===== src/hw/mawm_map.vh =====
// constants for the motor alarm and warning manager: offsets, fields, codes, timing
`ifndef MAWM_MAP_VH
`define MAWM_MAP_VH
// ----------
// register byte offsets
// ----------
`define MAWM_OFF_CFG 8'h00
`define MAWM_OFF_OVLD_MS 8'h04
`define MAWM_OFF_WARN_LVL 8'h08
`define MAWM_OFF_CMD 8'h0C
`define MAWM_OFF_STATUS 8'h10
`define MAWM_OFF_DISP 8'h14
`define MAWM_OFF_HIST_CNT 8'h18
`define MAWM_OFF_ALM_HIST 8'h40
`define MAWM_OFF_WRN_HIST 8'h80
// ----------
// field positions and reset values
// ----------
`define MAWM_CFG_PREVENT_EN 0
`define MAWM_CFG_EXTRUN_LO 1
`define MAWM_CFG_EXT_FAULT_MAP 3
`define MAWM_CFG_AUTO_CLR 4
`define MAWM_CFG_WARN_MAP 5
`define MAWM_CFG_VIEW_LO 8
`define MAWM_CFG_RST 32'h00000111
`define MAWM_OVLD_MS_RST 16'h1388
`define MAWM_WARN_LVL_RST 16'hC000
`define MAWM_CMD_ALM_RESET 0
`define MAWM_CMD_ALM_ERASE 1
`define MAWM_CMD_WRN_ERASE 2
`define MAWM_EXTRUN_OFF 2'h0
`define MAWM_HIST_DEPTH 9
// ----------
// alarm and warning codes
// ----------
`define MAWM_AL_OVERCURRENT 8'h20
`define MAWM_AL_OVERHEAT 8'h21
`define MAWM_AL_OVERVOLT 8'h22
`define MAWM_AL_UNDERVOLT 8'h25
`define MAWM_AL_SENSOR 8'h28
`define MAWM_AL_OVERLOAD 8'h30
`define MAWM_AL_OVERSPEED 8'h31
`define MAWM_AL_EEPROM 8'h41
`define MAWM_AL_SENSOR_PU 8'h42
`define MAWM_AL_PREVENT 8'h45
`define MAWM_AL_EXT_STOP 8'h6E
`define MAWM_AL_NONE 8'h00
`define MAWM_WN_OVERHEAT 8'h21
`define MAWM_WN_OVERLOAD 8'h30
`define MAWM_WN_OPERR 8'h6C
// ----------
// timing
// ----------
`define MAWM_CLK_KHZ 250000
`define MAWM_OVLD_MAX_MS 16'd5000
`define MAWM_CLEAR_SHOW_MS 12'd2000
`define MAWM_ERASE_MS 12'd20
`endif


===== src/hw/mawm_manager.v =====
// motor alarm and warning manager with axi4-lite register slave
`include "mawm_map.vh"
`default_nettype none
// Notes on behaviour
// - alarm removes drive, releases hold, shows code
// - external stop brakes, then releases hold
// - overload alarm within min(setting, five seconds)
// - power-on prevention only when enabled
// - panel mode, switch on run at power-up
// - external on mode, run input at power-up
// - reverse-linked mode, run input at power-up
// - mapped external fault inactive raises stop alarm
// - prevention and stop alarms clear by reset
// - reset input clears on falling edge
// - reset input ignored while run asserted
// - show no-alarm two seconds, then initial view
// - monitor clear needs run-to-standby switch move
// - prevention alarm auto-clears when run drops
// - nine alarm records, newest first, oldest dropped
// - erase alarm records, display blinks meanwhile
// - any warning asserts warning output, unmapped default
// - overheat warning, motor keeps running
// - load above level gives overload warning
// - run mapped onto asserted terminal: warning, stop
// - nine warning records, volatile, erasable
module mawm_manager #(
  parameter [19:0] CYC_PER_MS = `MAWM_CLK_KHZ
) (
  input wire core_clk,
  input wire rst_n,
  input wire [7:0] s_axi_awaddr,
  input wire s_axi_awvalid,
  output wire s_axi_awready,
  input wire [31:0] s_axi_wdata,
  input wire [3:0] s_axi_wstrb,
  input wire s_axi_wvalid,
  output wire s_axi_wready,
  output reg [1:0] s_axi_bresp,
  output reg s_axi_bvalid,
  input wire s_axi_bready,
  input wire [7:0] s_axi_araddr,
  input wire s_axi_arvalid,
  output wire s_axi_arready,
  output reg [31:0] s_axi_rdata,
  output reg [1:0] s_axi_rresp,
  output reg s_axi_rvalid,
  input wire s_axi_rready,
  input wire forward_run_input,
  input wire reverse_run_input,
  input wire external_fault_input,
  input wire alarmResetInput,
  input wire panelRunSwitch,
  input wire overcurrentDet,
  input wire overheatAlarmDet,
  input wire overheatWarnDet,
  input wire overvoltageDet,
  input wire undervoltageDet,
  input wire sensorDet,
  input wire overspeedDet,
  input wire eepromErrDet,
  input wire motorOverload,
  input wire [15:0] motorLoad,
  input wire motorStopped,
  input wire runMapPulse,
  input wire mappedTermHigh,
  output reg driveEnable,
  output reg instantStop,
  output reg shaftHold,
  output reg alarmActive,
  output reg warning_output,
  output reg warningTerminal,
  output reg [7:0] displayCode,
  output reg displayBlink
);
  // ----------
  // helpers
  // ----------
  function [31:0] mergeBytes;
    input [31:0] oldW;
    input [31:0] newW;
    input [3:0] strb;
    integer b;
    begin
      mergeBytes = oldW;
      for (b = 0; b < 4; b = b + 1) begin
        if (strb[b]) mergeBytes[b*8 +: 8] = newW[b*8 +: 8];
      end
    end
  endfunction

  // history index of an address, 4'hF when outside the window
  function [3:0] histIdx;
    input [7:0] addr;
    input [7:0] base;
    begin
      if (addr[7:6] == base[7:6] && addr[1:0] == 2'h0 && addr[5:2] < `MAWM_HIST_DEPTH) histIdx = addr[5:2];
      else histIdx = 4'hF;
    end
  endfunction

  function isRegAddr;
    input [7:0] addr;
    begin
      isRegAddr = (addr == `MAWM_OFF_CFG) || (addr == `MAWM_OFF_OVLD_MS) || (addr == `MAWM_OFF_WARN_LVL) ||
                  (addr == `MAWM_OFF_CMD) || (addr == `MAWM_OFF_STATUS) || (addr == `MAWM_OFF_DISP) ||
                  (addr == `MAWM_OFF_HIST_CNT);
    end
  endfunction

  // ----------
  // axi4-lite write path
  // ----------
  reg awHeld_q, wHeld_q;
  reg [7:0] awAddr_q;
  reg [31:0] wData_q;
  reg [3:0] wStrb_q;
  reg [31:0] cfg_q;
  reg [15:0] ovldMs_q, warnLvl_q;
  wire doWrite = awHeld_q & wHeld_q & ~s_axi_bvalid;
  wire wrWritable = (awAddr_q == `MAWM_OFF_CFG) || (awAddr_q == `MAWM_OFF_OVLD_MS) ||
                    (awAddr_q == `MAWM_OFF_WARN_LVL) || (awAddr_q == `MAWM_OFF_CMD);
  wire [31:0] cmdBits = (doWrite && awAddr_q == `MAWM_OFF_CMD) ? mergeBytes(32'h00000000, wData_q, wStrb_q) :
                        32'h00000000;
  assign s_axi_awready = ~awHeld_q & ~s_axi_bvalid;
  assign s_axi_wready = ~wHeld_q & ~s_axi_bvalid;
  // 16-bit registers only take byte lanes 0 and 1
  wire [31:0] mergedLo = mergeBytes({16'h0000, (awAddr_q == `MAWM_OFF_OVLD_MS) ? ovldMs_q : warnLvl_q}, wData_q, wStrb_q);

  // address and data are caught in either order, the write fires once both are held
  always @(posedge core_clk or negedge rst_n) begin
    if (!rst_n) begin
      awHeld_q <= 1'b0;
      wHeld_q <= 1'b0;
      awAddr_q <= 8'h00;
      wData_q <= 32'h00000000;
      wStrb_q <= 4'h0;
      s_axi_bvalid <= 1'b0;
      s_axi_bresp <= 2'h0;
      cfg_q <= `MAWM_CFG_RST;
      ovldMs_q <= `MAWM_OVLD_MS_RST;
      warnLvl_q <= `MAWM_WARN_LVL_RST;
    end else begin
      if (s_axi_awvalid && s_axi_awready) begin
        awHeld_q <= 1'b1;
        awAddr_q <= s_axi_awaddr;
      end
      if (s_axi_wvalid && s_axi_wready) begin
        wHeld_q <= 1'b1;
        wData_q <= s_axi_wdata;
        wStrb_q <= s_axi_wstrb;
      end
      if (doWrite) begin
        awHeld_q <= 1'b0;
        wHeld_q <= 1'b0;
        s_axi_bvalid <= 1'b1;
        s_axi_bresp <= wrWritable ? 2'h0 : 2'h2;
        if (awAddr_q == `MAWM_OFF_CFG) cfg_q <= mergeBytes(cfg_q, wData_q, wStrb_q) & 32'h0000FF3F;
        if (awAddr_q == `MAWM_OFF_OVLD_MS) ovldMs_q <= mergedLo[15:0];
        if (awAddr_q == `MAWM_OFF_WARN_LVL) warnLvl_q <= mergedLo[15:0];
      end else if (s_axi_bvalid && s_axi_bready) begin
        s_axi_bvalid <= 1'b0;
      end
    end
  end

  // ----------
  // configuration fields and run signal
  // ----------
  wire preventEn = cfg_q[`MAWM_CFG_PREVENT_EN];
  wire [1:0] extRunSel = cfg_q[`MAWM_CFG_EXTRUN_LO +: 2];
  wire extFaultMapped = cfg_q[`MAWM_CFG_EXT_FAULT_MAP];
  wire autoClr = cfg_q[`MAWM_CFG_AUTO_CLR];
  wire warnMapped = cfg_q[`MAWM_CFG_WARN_MAP];
  wire [7:0] initialView = cfg_q[`MAWM_CFG_VIEW_LO +: 8];
  wire extRunOn = (extRunSel != `MAWM_EXTRUN_OFF);
  wire runInputs = forward_run_input | reverse_run_input;
  wire runActive = extRunOn ? runInputs : panelRunSwitch;

  // ----------
  // millisecond tick and overload timer
  // ----------
  reg [19:0] msDiv_q;
  reg [15:0] ovldCnt_q;
  wire msTick = (msDiv_q == CYC_PER_MS - 20'd1);
  // the detection limit never exceeds five seconds
  wire [15:0] ovldLimit = (ovldMs_q <= `MAWM_OVLD_MAX_MS) ? ovldMs_q : `MAWM_OVLD_MAX_MS;

  always @(posedge core_clk or negedge rst_n) begin
    if (!rst_n) begin
      msDiv_q <= 20'h00000;
      ovldCnt_q <= 16'h0000;
    end else begin
      msDiv_q <= msTick ? 20'h00000 : msDiv_q + 20'd1;
      if (!motorOverload) ovldCnt_q <= 16'h0000;
      else if (msTick && ovldCnt_q != 16'hFFFF) ovldCnt_q <= ovldCnt_q + 16'd1;
    end
  end

  // ----------
  // alarm causes, priority order
  // ----------
  reg puDone_q;
  reg [7:0] alarmCode_q;
  reg [7:0] causeCode;
  // power-up check runs on the first edge after reset release
  wire puCheck = ~puDone_q;
  wire preventCause = preventEn & puCheck & (extRunOn ? runInputs : panelRunSwitch);
  wire extStopCause = extFaultMapped & ~external_fault_input;
  wire ovldCause = motorOverload & (ovldCnt_q >= ovldLimit);

  always @* begin
    causeCode = `MAWM_AL_NONE;
    if (overcurrentDet) causeCode = `MAWM_AL_OVERCURRENT;
    else if (eepromErrDet) causeCode = `MAWM_AL_EEPROM;
    else if (overheatAlarmDet) causeCode = `MAWM_AL_OVERHEAT;
    else if (overvoltageDet) causeCode = `MAWM_AL_OVERVOLT;
    else if (undervoltageDet) causeCode = `MAWM_AL_UNDERVOLT;
    else if (sensorDet) causeCode = puCheck ? `MAWM_AL_SENSOR_PU : `MAWM_AL_SENSOR;
    else if (ovldCause) causeCode = `MAWM_AL_OVERLOAD;
    else if (overspeedDet) causeCode = `MAWM_AL_OVERSPEED;
    else if (preventCause) causeCode = `MAWM_AL_PREVENT;
    else if (extStopCause) causeCode = `MAWM_AL_EXT_STOP;
  end

  // ----------
  // clearing paths
  // ----------
  reg rstPrev_q, rstArmed_q, panelPrev_q, standbySeen_q;
  // power-cycle-only alarms never clear here
  wire clearable = (alarmCode_q != `MAWM_AL_OVERCURRENT) && (alarmCode_q != `MAWM_AL_EEPROM);
  wire resetFall = rstPrev_q & ~alarmResetInput & rstArmed_q & ~runActive;
  wire monitorClr = cmdBits[`MAWM_CMD_ALM_RESET] & standbySeen_q & ~panelRunSwitch;
  wire autoClr45 = (alarmCode_q == `MAWM_AL_PREVENT) &&
                   (extRunOn ? (autoClr & ~runInputs) : ~panelRunSwitch);
  wire clearNow = alarmActive & clearable & (resetFall | monitorClr | autoClr45);
  wire raiseNow = ~alarmActive & (causeCode != `MAWM_AL_NONE);

  // reset input arms only while run is off; a run assertion disarms it
  always @(posedge core_clk or negedge rst_n) begin
    if (!rst_n) begin
      rstPrev_q <= 1'b0;
      rstArmed_q <= 1'b0;
      panelPrev_q <= 1'b0;
      standbySeen_q <= 1'b0;
      puDone_q <= 1'b0;
    end else begin
      puDone_q <= 1'b1;
      rstPrev_q <= alarmResetInput;
      if (runActive || !alarmResetInput) rstArmed_q <= runActive ? 1'b0 : (rstArmed_q & alarmResetInput);
      if (alarmResetInput && !runActive) rstArmed_q <= 1'b1;
      panelPrev_q <= panelRunSwitch;
      // switch move run to standby, forgotten on a new alarm or back to run
      if (raiseNow || panelRunSwitch) standbySeen_q <= 1'b0;
      if (panelPrev_q && !panelRunSwitch) standbySeen_q <= 1'b1;
    end
  end

  // ----------
  // alarm latch and drive outputs
  // ----------
  reg opErr_q;
  always @(posedge core_clk or negedge rst_n) begin
    if (!rst_n) begin
      alarmActive <= 1'b0;
      alarmCode_q <= `MAWM_AL_NONE;
      instantStop <= 1'b0;
      driveEnable <= 1'b0;
      shaftHold <= 1'b0;
    end else begin
      // latched until a clear succeeds
      if (raiseNow) begin
        alarmActive <= 1'b1;
        alarmCode_q <= causeCode;
      end else if (clearNow) begin
        alarmActive <= 1'b0;
        alarmCode_q <= `MAWM_AL_NONE;
      end
      // external stop brakes instead of coasting, until the shaft is still
      if (raiseNow && causeCode == `MAWM_AL_EXT_STOP) instantStop <= 1'b1;
      else if (motorStopped || clearNow) instantStop <= 1'b0;
      // drive drops at once on an alarm, one cycle after opErr_q sets on an operation error
      driveEnable <= ~(alarmActive | raiseNow) & ~opErr_q;
      // hold survives only for the braking phase
      shaftHold <= ~(alarmActive | raiseNow) |
                   ((instantStop | (raiseNow & (causeCode == `MAWM_AL_EXT_STOP))) & ~motorStopped);
    end
  end

  // ----------
  // warnings
  // ----------
  reg wnHeat_q, wnLoad_q;
  reg [7:0] wnNewCode;
  always @(posedge core_clk or negedge rst_n) begin
    if (!rst_n) begin
      wnHeat_q <= 1'b0;
      wnLoad_q <= 1'b0;
      opErr_q <= 1'b0;
      warning_output <= 1'b0;
      warningTerminal <= 1'b0;
    end else begin
      wnHeat_q <= overheatWarnDet;
      wnLoad_q <= (motorLoad > warnLvl_q);
      // set wins over the release of the run inputs
      if (runMapPulse && mappedTermHigh) opErr_q <= 1'b1;
      else if (!runInputs) opErr_q <= 1'b0;
      warning_output <= wnHeat_q | wnLoad_q | opErr_q;
      warningTerminal <= (wnHeat_q | wnLoad_q | opErr_q) & warnMapped;
    end
  end

  // one record per cycle: simultaneous rises keep the highest priority only
  wire wnHeatRise = overheatWarnDet & ~wnHeat_q;
  wire wnLoadRise = (motorLoad > warnLvl_q) & ~wnLoad_q;
  wire wnOpRise = runMapPulse & mappedTermHigh & ~opErr_q;
  always @* begin
    wnNewCode = `MAWM_AL_NONE;
    if (wnOpRise) wnNewCode = `MAWM_WN_OPERR;
    else if (wnHeatRise) wnNewCode = `MAWM_WN_OVERHEAT;
    else if (wnLoadRise) wnNewCode = `MAWM_WN_OVERLOAD;
  end

  // ----------
  // records and erase
  // ----------
  reg [7:0] almHist [0:8];
  reg [7:0] wrnHist [0:8];
  reg [3:0] almCnt_q, wrnCnt_q;
  reg erasing_q;
  reg [11:0] eraseMs_q;
  wire eraseDone = erasing_q & msTick & (eraseMs_q == `MAWM_ERASE_MS - 12'd1);
  wire wrnErase = cmdBits[`MAWM_CMD_WRN_ERASE];
  integer i;

  // erase first, then record, so an event in the erase cycle survives
  always @(posedge core_clk or negedge rst_n) begin
    if (!rst_n) begin
      for (i = 0; i < `MAWM_HIST_DEPTH; i = i + 1) begin
        almHist[i] <= 8'h00;
        wrnHist[i] <= 8'h00;
      end
      almCnt_q <= 4'h0;
      wrnCnt_q <= 4'h0;
      erasing_q <= 1'b0;
      eraseMs_q <= 12'h000;
    end else begin
      if (cmdBits[`MAWM_CMD_ALM_ERASE] && !erasing_q) begin
        erasing_q <= 1'b1;
        eraseMs_q <= 12'h000;
      end else if (eraseDone) begin
        erasing_q <= 1'b0;
      end else if (erasing_q && msTick) begin
        eraseMs_q <= eraseMs_q + 12'd1;
      end
      if (raiseNow) begin
        // newest at index 0, oldest falls off the end
        for (i = `MAWM_HIST_DEPTH - 1; i > 0; i = i - 1) almHist[i] <= eraseDone ? 8'h00 : almHist[i-1];
        almHist[0] <= causeCode;
        almCnt_q <= (eraseDone || almCnt_q == 4'd9) ? (eraseDone ? 4'd1 : 4'd9) : almCnt_q + 4'd1;
      end else if (eraseDone) begin
        for (i = 0; i < `MAWM_HIST_DEPTH; i = i + 1) almHist[i] <= 8'h00;
        almCnt_q <= 4'h0;
      end
      if (wnNewCode != `MAWM_AL_NONE) begin
        for (i = `MAWM_HIST_DEPTH - 1; i > 0; i = i - 1) wrnHist[i] <= wrnErase ? 8'h00 : wrnHist[i-1];
        wrnHist[0] <= wnNewCode;
        wrnCnt_q <= (wrnErase || wrnCnt_q == 4'd9) ? (wrnErase ? 4'd1 : 4'd9) : wrnCnt_q + 4'd1;
      end else if (wrnErase) begin
        for (i = 0; i < `MAWM_HIST_DEPTH; i = i + 1) wrnHist[i] <= 8'h00;
        wrnCnt_q <= 4'h0;
      end
    end
  end

  // ----------
  // display
  // ----------
  localparam [2:0] DSP_VIEW = 3'b001;
  localparam [2:0] DSP_ALARM = 3'b010;
  localparam [2:0] DSP_CLEARED = 3'b100;
  reg [2:0] dspState_q;
  reg [11:0] showMs_q;

  // a fresh alarm always wins over the cleared screen
  always @(posedge core_clk or negedge rst_n) begin
    if (!rst_n) begin
      dspState_q <= DSP_VIEW;
      showMs_q <= 12'h000;
      displayCode <= `MAWM_AL_NONE;
      displayBlink <= 1'b0;
    end else begin
      displayBlink <= erasing_q;
      case (dspState_q)
        DSP_VIEW: begin
          displayCode <= initialView;
          if (raiseNow) dspState_q <= DSP_ALARM;
        end
        DSP_ALARM: begin
          displayCode <= alarmCode_q;
          if (clearNow) begin
            dspState_q <= DSP_CLEARED;
            showMs_q <= 12'h000;
          end
        end
        DSP_CLEARED: begin
          displayCode <= `MAWM_AL_NONE;
          if (raiseNow) dspState_q <= DSP_ALARM;
          else if (msTick && showMs_q == `MAWM_CLEAR_SHOW_MS - 12'd1) dspState_q <= DSP_VIEW;
          else if (msTick) showMs_q <= showMs_q + 12'd1;
        end
        default: dspState_q <= DSP_VIEW;
      endcase
    end
  end

  // ----------
  // axi4-lite read path
  // ----------
  reg [31:0] rdWord;
  reg rdOk;
  wire [3:0] rdAlm = histIdx(s_axi_araddr, `MAWM_OFF_ALM_HIST);
  wire [3:0] rdWrn = histIdx(s_axi_araddr, `MAWM_OFF_WRN_HIST);
  assign s_axi_arready = ~s_axi_rvalid;

  always @* begin
    rdWord = 32'h00000000;
    rdOk = isRegAddr(s_axi_araddr) || (rdAlm != 4'hF) || (rdWrn != 4'hF);
    case (s_axi_araddr)
      `MAWM_OFF_CFG: rdWord = cfg_q;
      `MAWM_OFF_OVLD_MS: rdWord = {16'h0000, ovldMs_q};
      `MAWM_OFF_WARN_LVL: rdWord = {16'h0000, warnLvl_q};
      `MAWM_OFF_STATUS: rdWord = {18'h00000, instantStop, erasing_q, opErr_q, wnLoad_q, wnHeat_q, alarmActive,
                                  alarmCode_q};
      `MAWM_OFF_DISP: rdWord = {23'h000000, displayBlink, displayCode};
      `MAWM_OFF_HIST_CNT: rdWord = {20'h00000, wrnCnt_q, 4'h0, almCnt_q};
      default: begin
        if (rdAlm != 4'hF) rdWord = {24'h000000, almHist[rdAlm]};
        else if (rdWrn != 4'hF) rdWord = {24'h000000, wrnHist[rdWrn]};
      end
    endcase
  end

  always @(posedge core_clk or negedge rst_n) begin
    if (!rst_n) begin
      s_axi_rvalid <= 1'b0;
      s_axi_rdata <= 32'h00000000;
      s_axi_rresp <= 2'h0;
    end else if (s_axi_arvalid && s_axi_arready) begin
      s_axi_rvalid <= 1'b1;
      s_axi_rdata <= rdWord;
      s_axi_rresp <= rdOk ? 2'h0 : 2'h2;
    end else if (s_axi_rready) begin
      s_axi_rvalid <= 1'b0;
    end
  end
endmodule // mawm_manager
`default_nettype wire


===== config.mk =====
export PLATFORM = sky130hd
export DESIGN_NAME = mawm_manager
export DESIGN_NICKNAME = d
export VERILOG_FILES = /design/src/hw/mawm_manager.v
export VERILOG_INCLUDE_DIRS = /design/src /design/src/hw
export SDC_FILE = /design/constraint.sdc
export NUM_CORES = 1
export LEC_CHECK = 0
export BUFFER_PORTS_ARGS = -buffer_cell sky130_fd_sc_hd__clkbuf_2
export CORE_UTILIZATION = 60
export CTS_CLUSTER_DIAMETER = 50
export CTS_CLUSTER_SIZE = 28
export DETAILED_ROUTE_END_ITERATION = 8
export GPL_TIMING_DRIVEN = 0
export PLACE_DENSITY = 0.84
export SKIP_CTS_REPAIR_TIMING = 1
export SLEW_MARGIN = 20
export SYNTH_ARGS = -nofsm -noshare
export SYNTH_HDL_FRONTEND = slang
export SYNTH_SLANG_ARGS = --single-unit

===== constraint.sdc =====
create_clock -name core_clk -period 7.74 [get_ports core_clk]
set_clock_uncertainty 0.2 [all_clocks]
set_input_delay 1.548 -clock core_clk [delete_from_list [all_inputs] [get_ports core_clk]]
set_output_delay 1.548 -clock core_clk [all_outputs]
set_load 0.02 [all_outputs]

==> metrics.yaml <==
run_status:
  status: "completed"
min_path:
  hold_class: "register to register"
placement:
  gp_congestion: 0.946
  dp_cells: 2005
  io_buffer_count: 110
  hpwlAfterDp_um: 30400
logic_synthesis:
  syn_area_per_cell_um2: 9.78
  async_reset_ff_share_pct: 100
  synth_edf_count: 0
  ys.flop_type: "dfrtp_1"
  synth_cell_type_count: 82
  synth-seq-cells: 295
  synthTopCellsByArea: "dfrtp_1 47%, nand2_1 6.9%, mux2_2 5.1%"
  synth_warnings: 0
  yosysSeqAreaShare_pct: 48.9
  yosys.area.top_type: "dfrtp_1"
  synth_area_um2: 15100
  yosysTopAreaCellShare_pct: 46.9
  synthCells: 1548
critical_path:
  setup.worst_path.start_class: "register"
  endpoint_kind: "register"
  cp_max_fo: 10
  crit_required_ps: 8020
  crit_type: "register to register"
  arrival_ps: 4830
pwr:
  leakage_uw: 0.00797
  combPwrFrac_pct: 18.8
  finalPower_uw: 4530
  power_density_nw_per_um2: 261
  ir_drop_mv: 0.195
  intPower_uw: 3110
  p_clk_share_pct: 35.1
  p_seq_share_pct: 46.1
  power.switching_uw: 1420
  p_sw_share_pct: 31.4
cts:
  clock_path_buffers: 3
  cts_buffers: 31
  clock_latency_ps: 570
  cts_root_buf: "clkbuf_16"
  cts-htree-levels: 1
  cts.clk_slew.worst_paths_ps: 70
  cts_tree: "yes"
  clock-sinks: 295
floorplanning:
  initial_utilization_pct: 61.7
  pin_count: 148
  die_y_um: 161
  fp.dieArea_um2: 25900
  core_um2: 24500
  die_x_um: 161
  rows: 57
global_routing:
  antenna_found_initial: 0
  grt_util_all_layers_pct: 33.2
  grt_pass1_wl_um: 67800
  met1_usage_pct: 45.1
  grt_remaining_overflow: 0
  grt_pass1_vias: 12800
  met2_usage_pct: 53.1
  busiest_layer: "met2"
  grt_use_met3_pct: 6.02
  grt_max_degree: 92
drt:
  first_pass_iters: 7
  vias_per_cell: 6.30
  initialDrtViolationCount: 1474
  ant_nets: 0
  wl_um: 42400
  drc: 0
  wl_per_cell_um: 20.6
  vias: 13000
finish:
  drive_gt1_share_pct: 17.9
  area_growth_pct: 14.7
  final_cell_count_no_fill: 2062
  antennaDiodeCount: 0
  num-nets-final: 1846
timing:
  finalHoldViolCount: 0
  max_freq_ghz: 0.220
  setup_viol_count_final: 0
  rsz0062_at_grt: "false"
  worst_pin_slew_ps: 1090
  min_period_over_period_pct: 58.8
  relSlewSlack_pct: 27.3
  maxSlewViolCount: 0
  period_needed_ps: 4550
flow_run:
  maxCapViolCount: 0
-- worst paths after layout --
| check | cells past startpoint | slack [ps] | from | to |
|---|---|---|---|---|
| worst max-delay path | 16 | 3190 | ovldMs_q[1] | almHist[11] |
| worst min-delay path | 1 | 260 | msDiv_q[0] | msDiv_q[0] |
| worst max register to register | 16 | 3190 | ovldMs_q[1] | almHist[11] |
| worst min register to register | 1 | 260 | msDiv_q[0] | msDiv_q[0] |
| max in group asynchronous | 2 | 5850 | rst_n | almHist[56] |
| min in group asynchronous | 1 | 710 | rst_n | awAddr_q[5] |
-- routing by layer --
layer / up-vias / part of all wire, %
met1: 6413 / 40
li1: 5799 / -
met2: 639 / 46
met3: 132 / 9.6
met4: 0 / 4.2
met5: - / 0
-- worst max-delay path, stage by stage (launching register included) --
cell and delay (ps):
dfrtp_1 470, o31ai_1 270, a21oi_1 90, o31ai_1 310, nand2_1 180, nor2_1 140
ha_1 260, a21oi_1 150, nor3_1 90, nor4_2 360, a31oi_4 160, a221o_1 440
a41oi_2 420, buf_2 360, buf_2 270, nand2_1 90, a21oi_1 170
-- cells by family after synthesis --
group | count (synthesis) | synth area share [%]
AOI/OAI and AO/OA | 321 | 13.5
xor gates and xnor gates | 38 | 2.20
adders and majority gates | 40 | 3.31
buffers and inverters | 124 | 3.69
DFF | 295 | 48.9
muxes | 135 | 10.6
other | 2 | 0.0496
and+or+nand+nor | 593 | 17.8
-- per-stage QoR --
| step | hold slack [ps] | setup slack [ps] | cell area, um^2 | TNS (ps) | utilization [%] |
|---|---|---|---|---|---|
| floorplan | 233 | 3690 | 15200 | 0 | - |
| global placement | 245 | -1180 | 16200 | -330060 | 65.9 |
| detailed placement | 253 | 3010 | 16300 | 0 | 66.3 |
| CTS | 262 | 3230 | 17400 | 0 | 70.8 |
| global route | 285 | 2780 | 17400 | 0 | 70.8 |
| finish | 264 | 3190 | 17400 | 0 | 70.8 |
-- layout by cell type, fill, tap and decap left out, types with 11 or more instances in the layout --
master     synthesis  routed
a21o_1            14      14
o21ai_0           71      71
a221oi_1          11      11
and3_1            13      13
buf_4             18      18
mux2i_1           54      54
nand4_1           17      17
o22ai_1           19      19
dfstp_2           11      11
dfrtp_1          284     284
xnor2_1           16      16
clkbuf_16          0      31
nand2_1          277     277
buf_2             15      15
conb_1             2      22
nand3_1           38      38
inv_1             37      37
or3_1             19      19
nor4_1            14      14
ha_1              40      40
xor2_1            22      22
nand3b_1          13      13
clkbuf_2           0     109
nor3_1            21      21
a21oi_1          113     113
clkbuf_1          45      47
mux2_2            68      68
nor2_1           128     128
mux4_2            13      13
-- cell usage after synthesis (10+ instances only) --
master / instances
and3_1: 13
a21oi_1: 113
nand3_1: 38
nor4_1: 14
mux4_2: 13
mux2i_1: 54
o22ai_1: 19
and2_1: 10
nand2_1: 277
ha_1: 40
a221oi_1: 11
xor2_1: 22
or3_1: 19
inv_1: 37
o21ai_0: 71
xnor2_1: 16
clkbuf_1: 45
mux2_2: 68
nand3b_1: 13
nor2b_1: 10
buf_2: 15
dfstp_2: 11
nor2_1: 128
a21o_1: 14
nor3_1: 21
dfrtp_1: 284
nand4_1: 17
buf_4: 18
-- power by group through the flow --
stage / sequential (uW) / combinational, uW / clock, uW
6_report: 2090 / 851 / 1590
5_1_grt: 2110 / 935 / 1660
4_1_cts: 2070 / 849 / 1600
3_5_place_dp: 2100 / 835 / 0
3_3_place_gp: 2080 / 790 / 0
2_1_floorplan: 2010 / 573 / 0
-- registers in the layout (all words and copies together) (netlist names), 16 cells and up --
name,count
msDiv_q,20
ovldMs_q,16
ovldCnt_q,16
wData_q,16
s_axi_rdata,16
wrnHist,36
almHist,63
warnLvl_q,16
-- layout make-up --
class,count,area [um^2]
well taps,324,405
repair buffers,113,642
inverters,39,146
clock buffers,39,866
fillers,1785,7170
plain buffers,85,413
multi-input cells,1149,7260
flip-flops and latches,295,7400
clock inverters,18,238
Power figures use the tool's default switching activity.
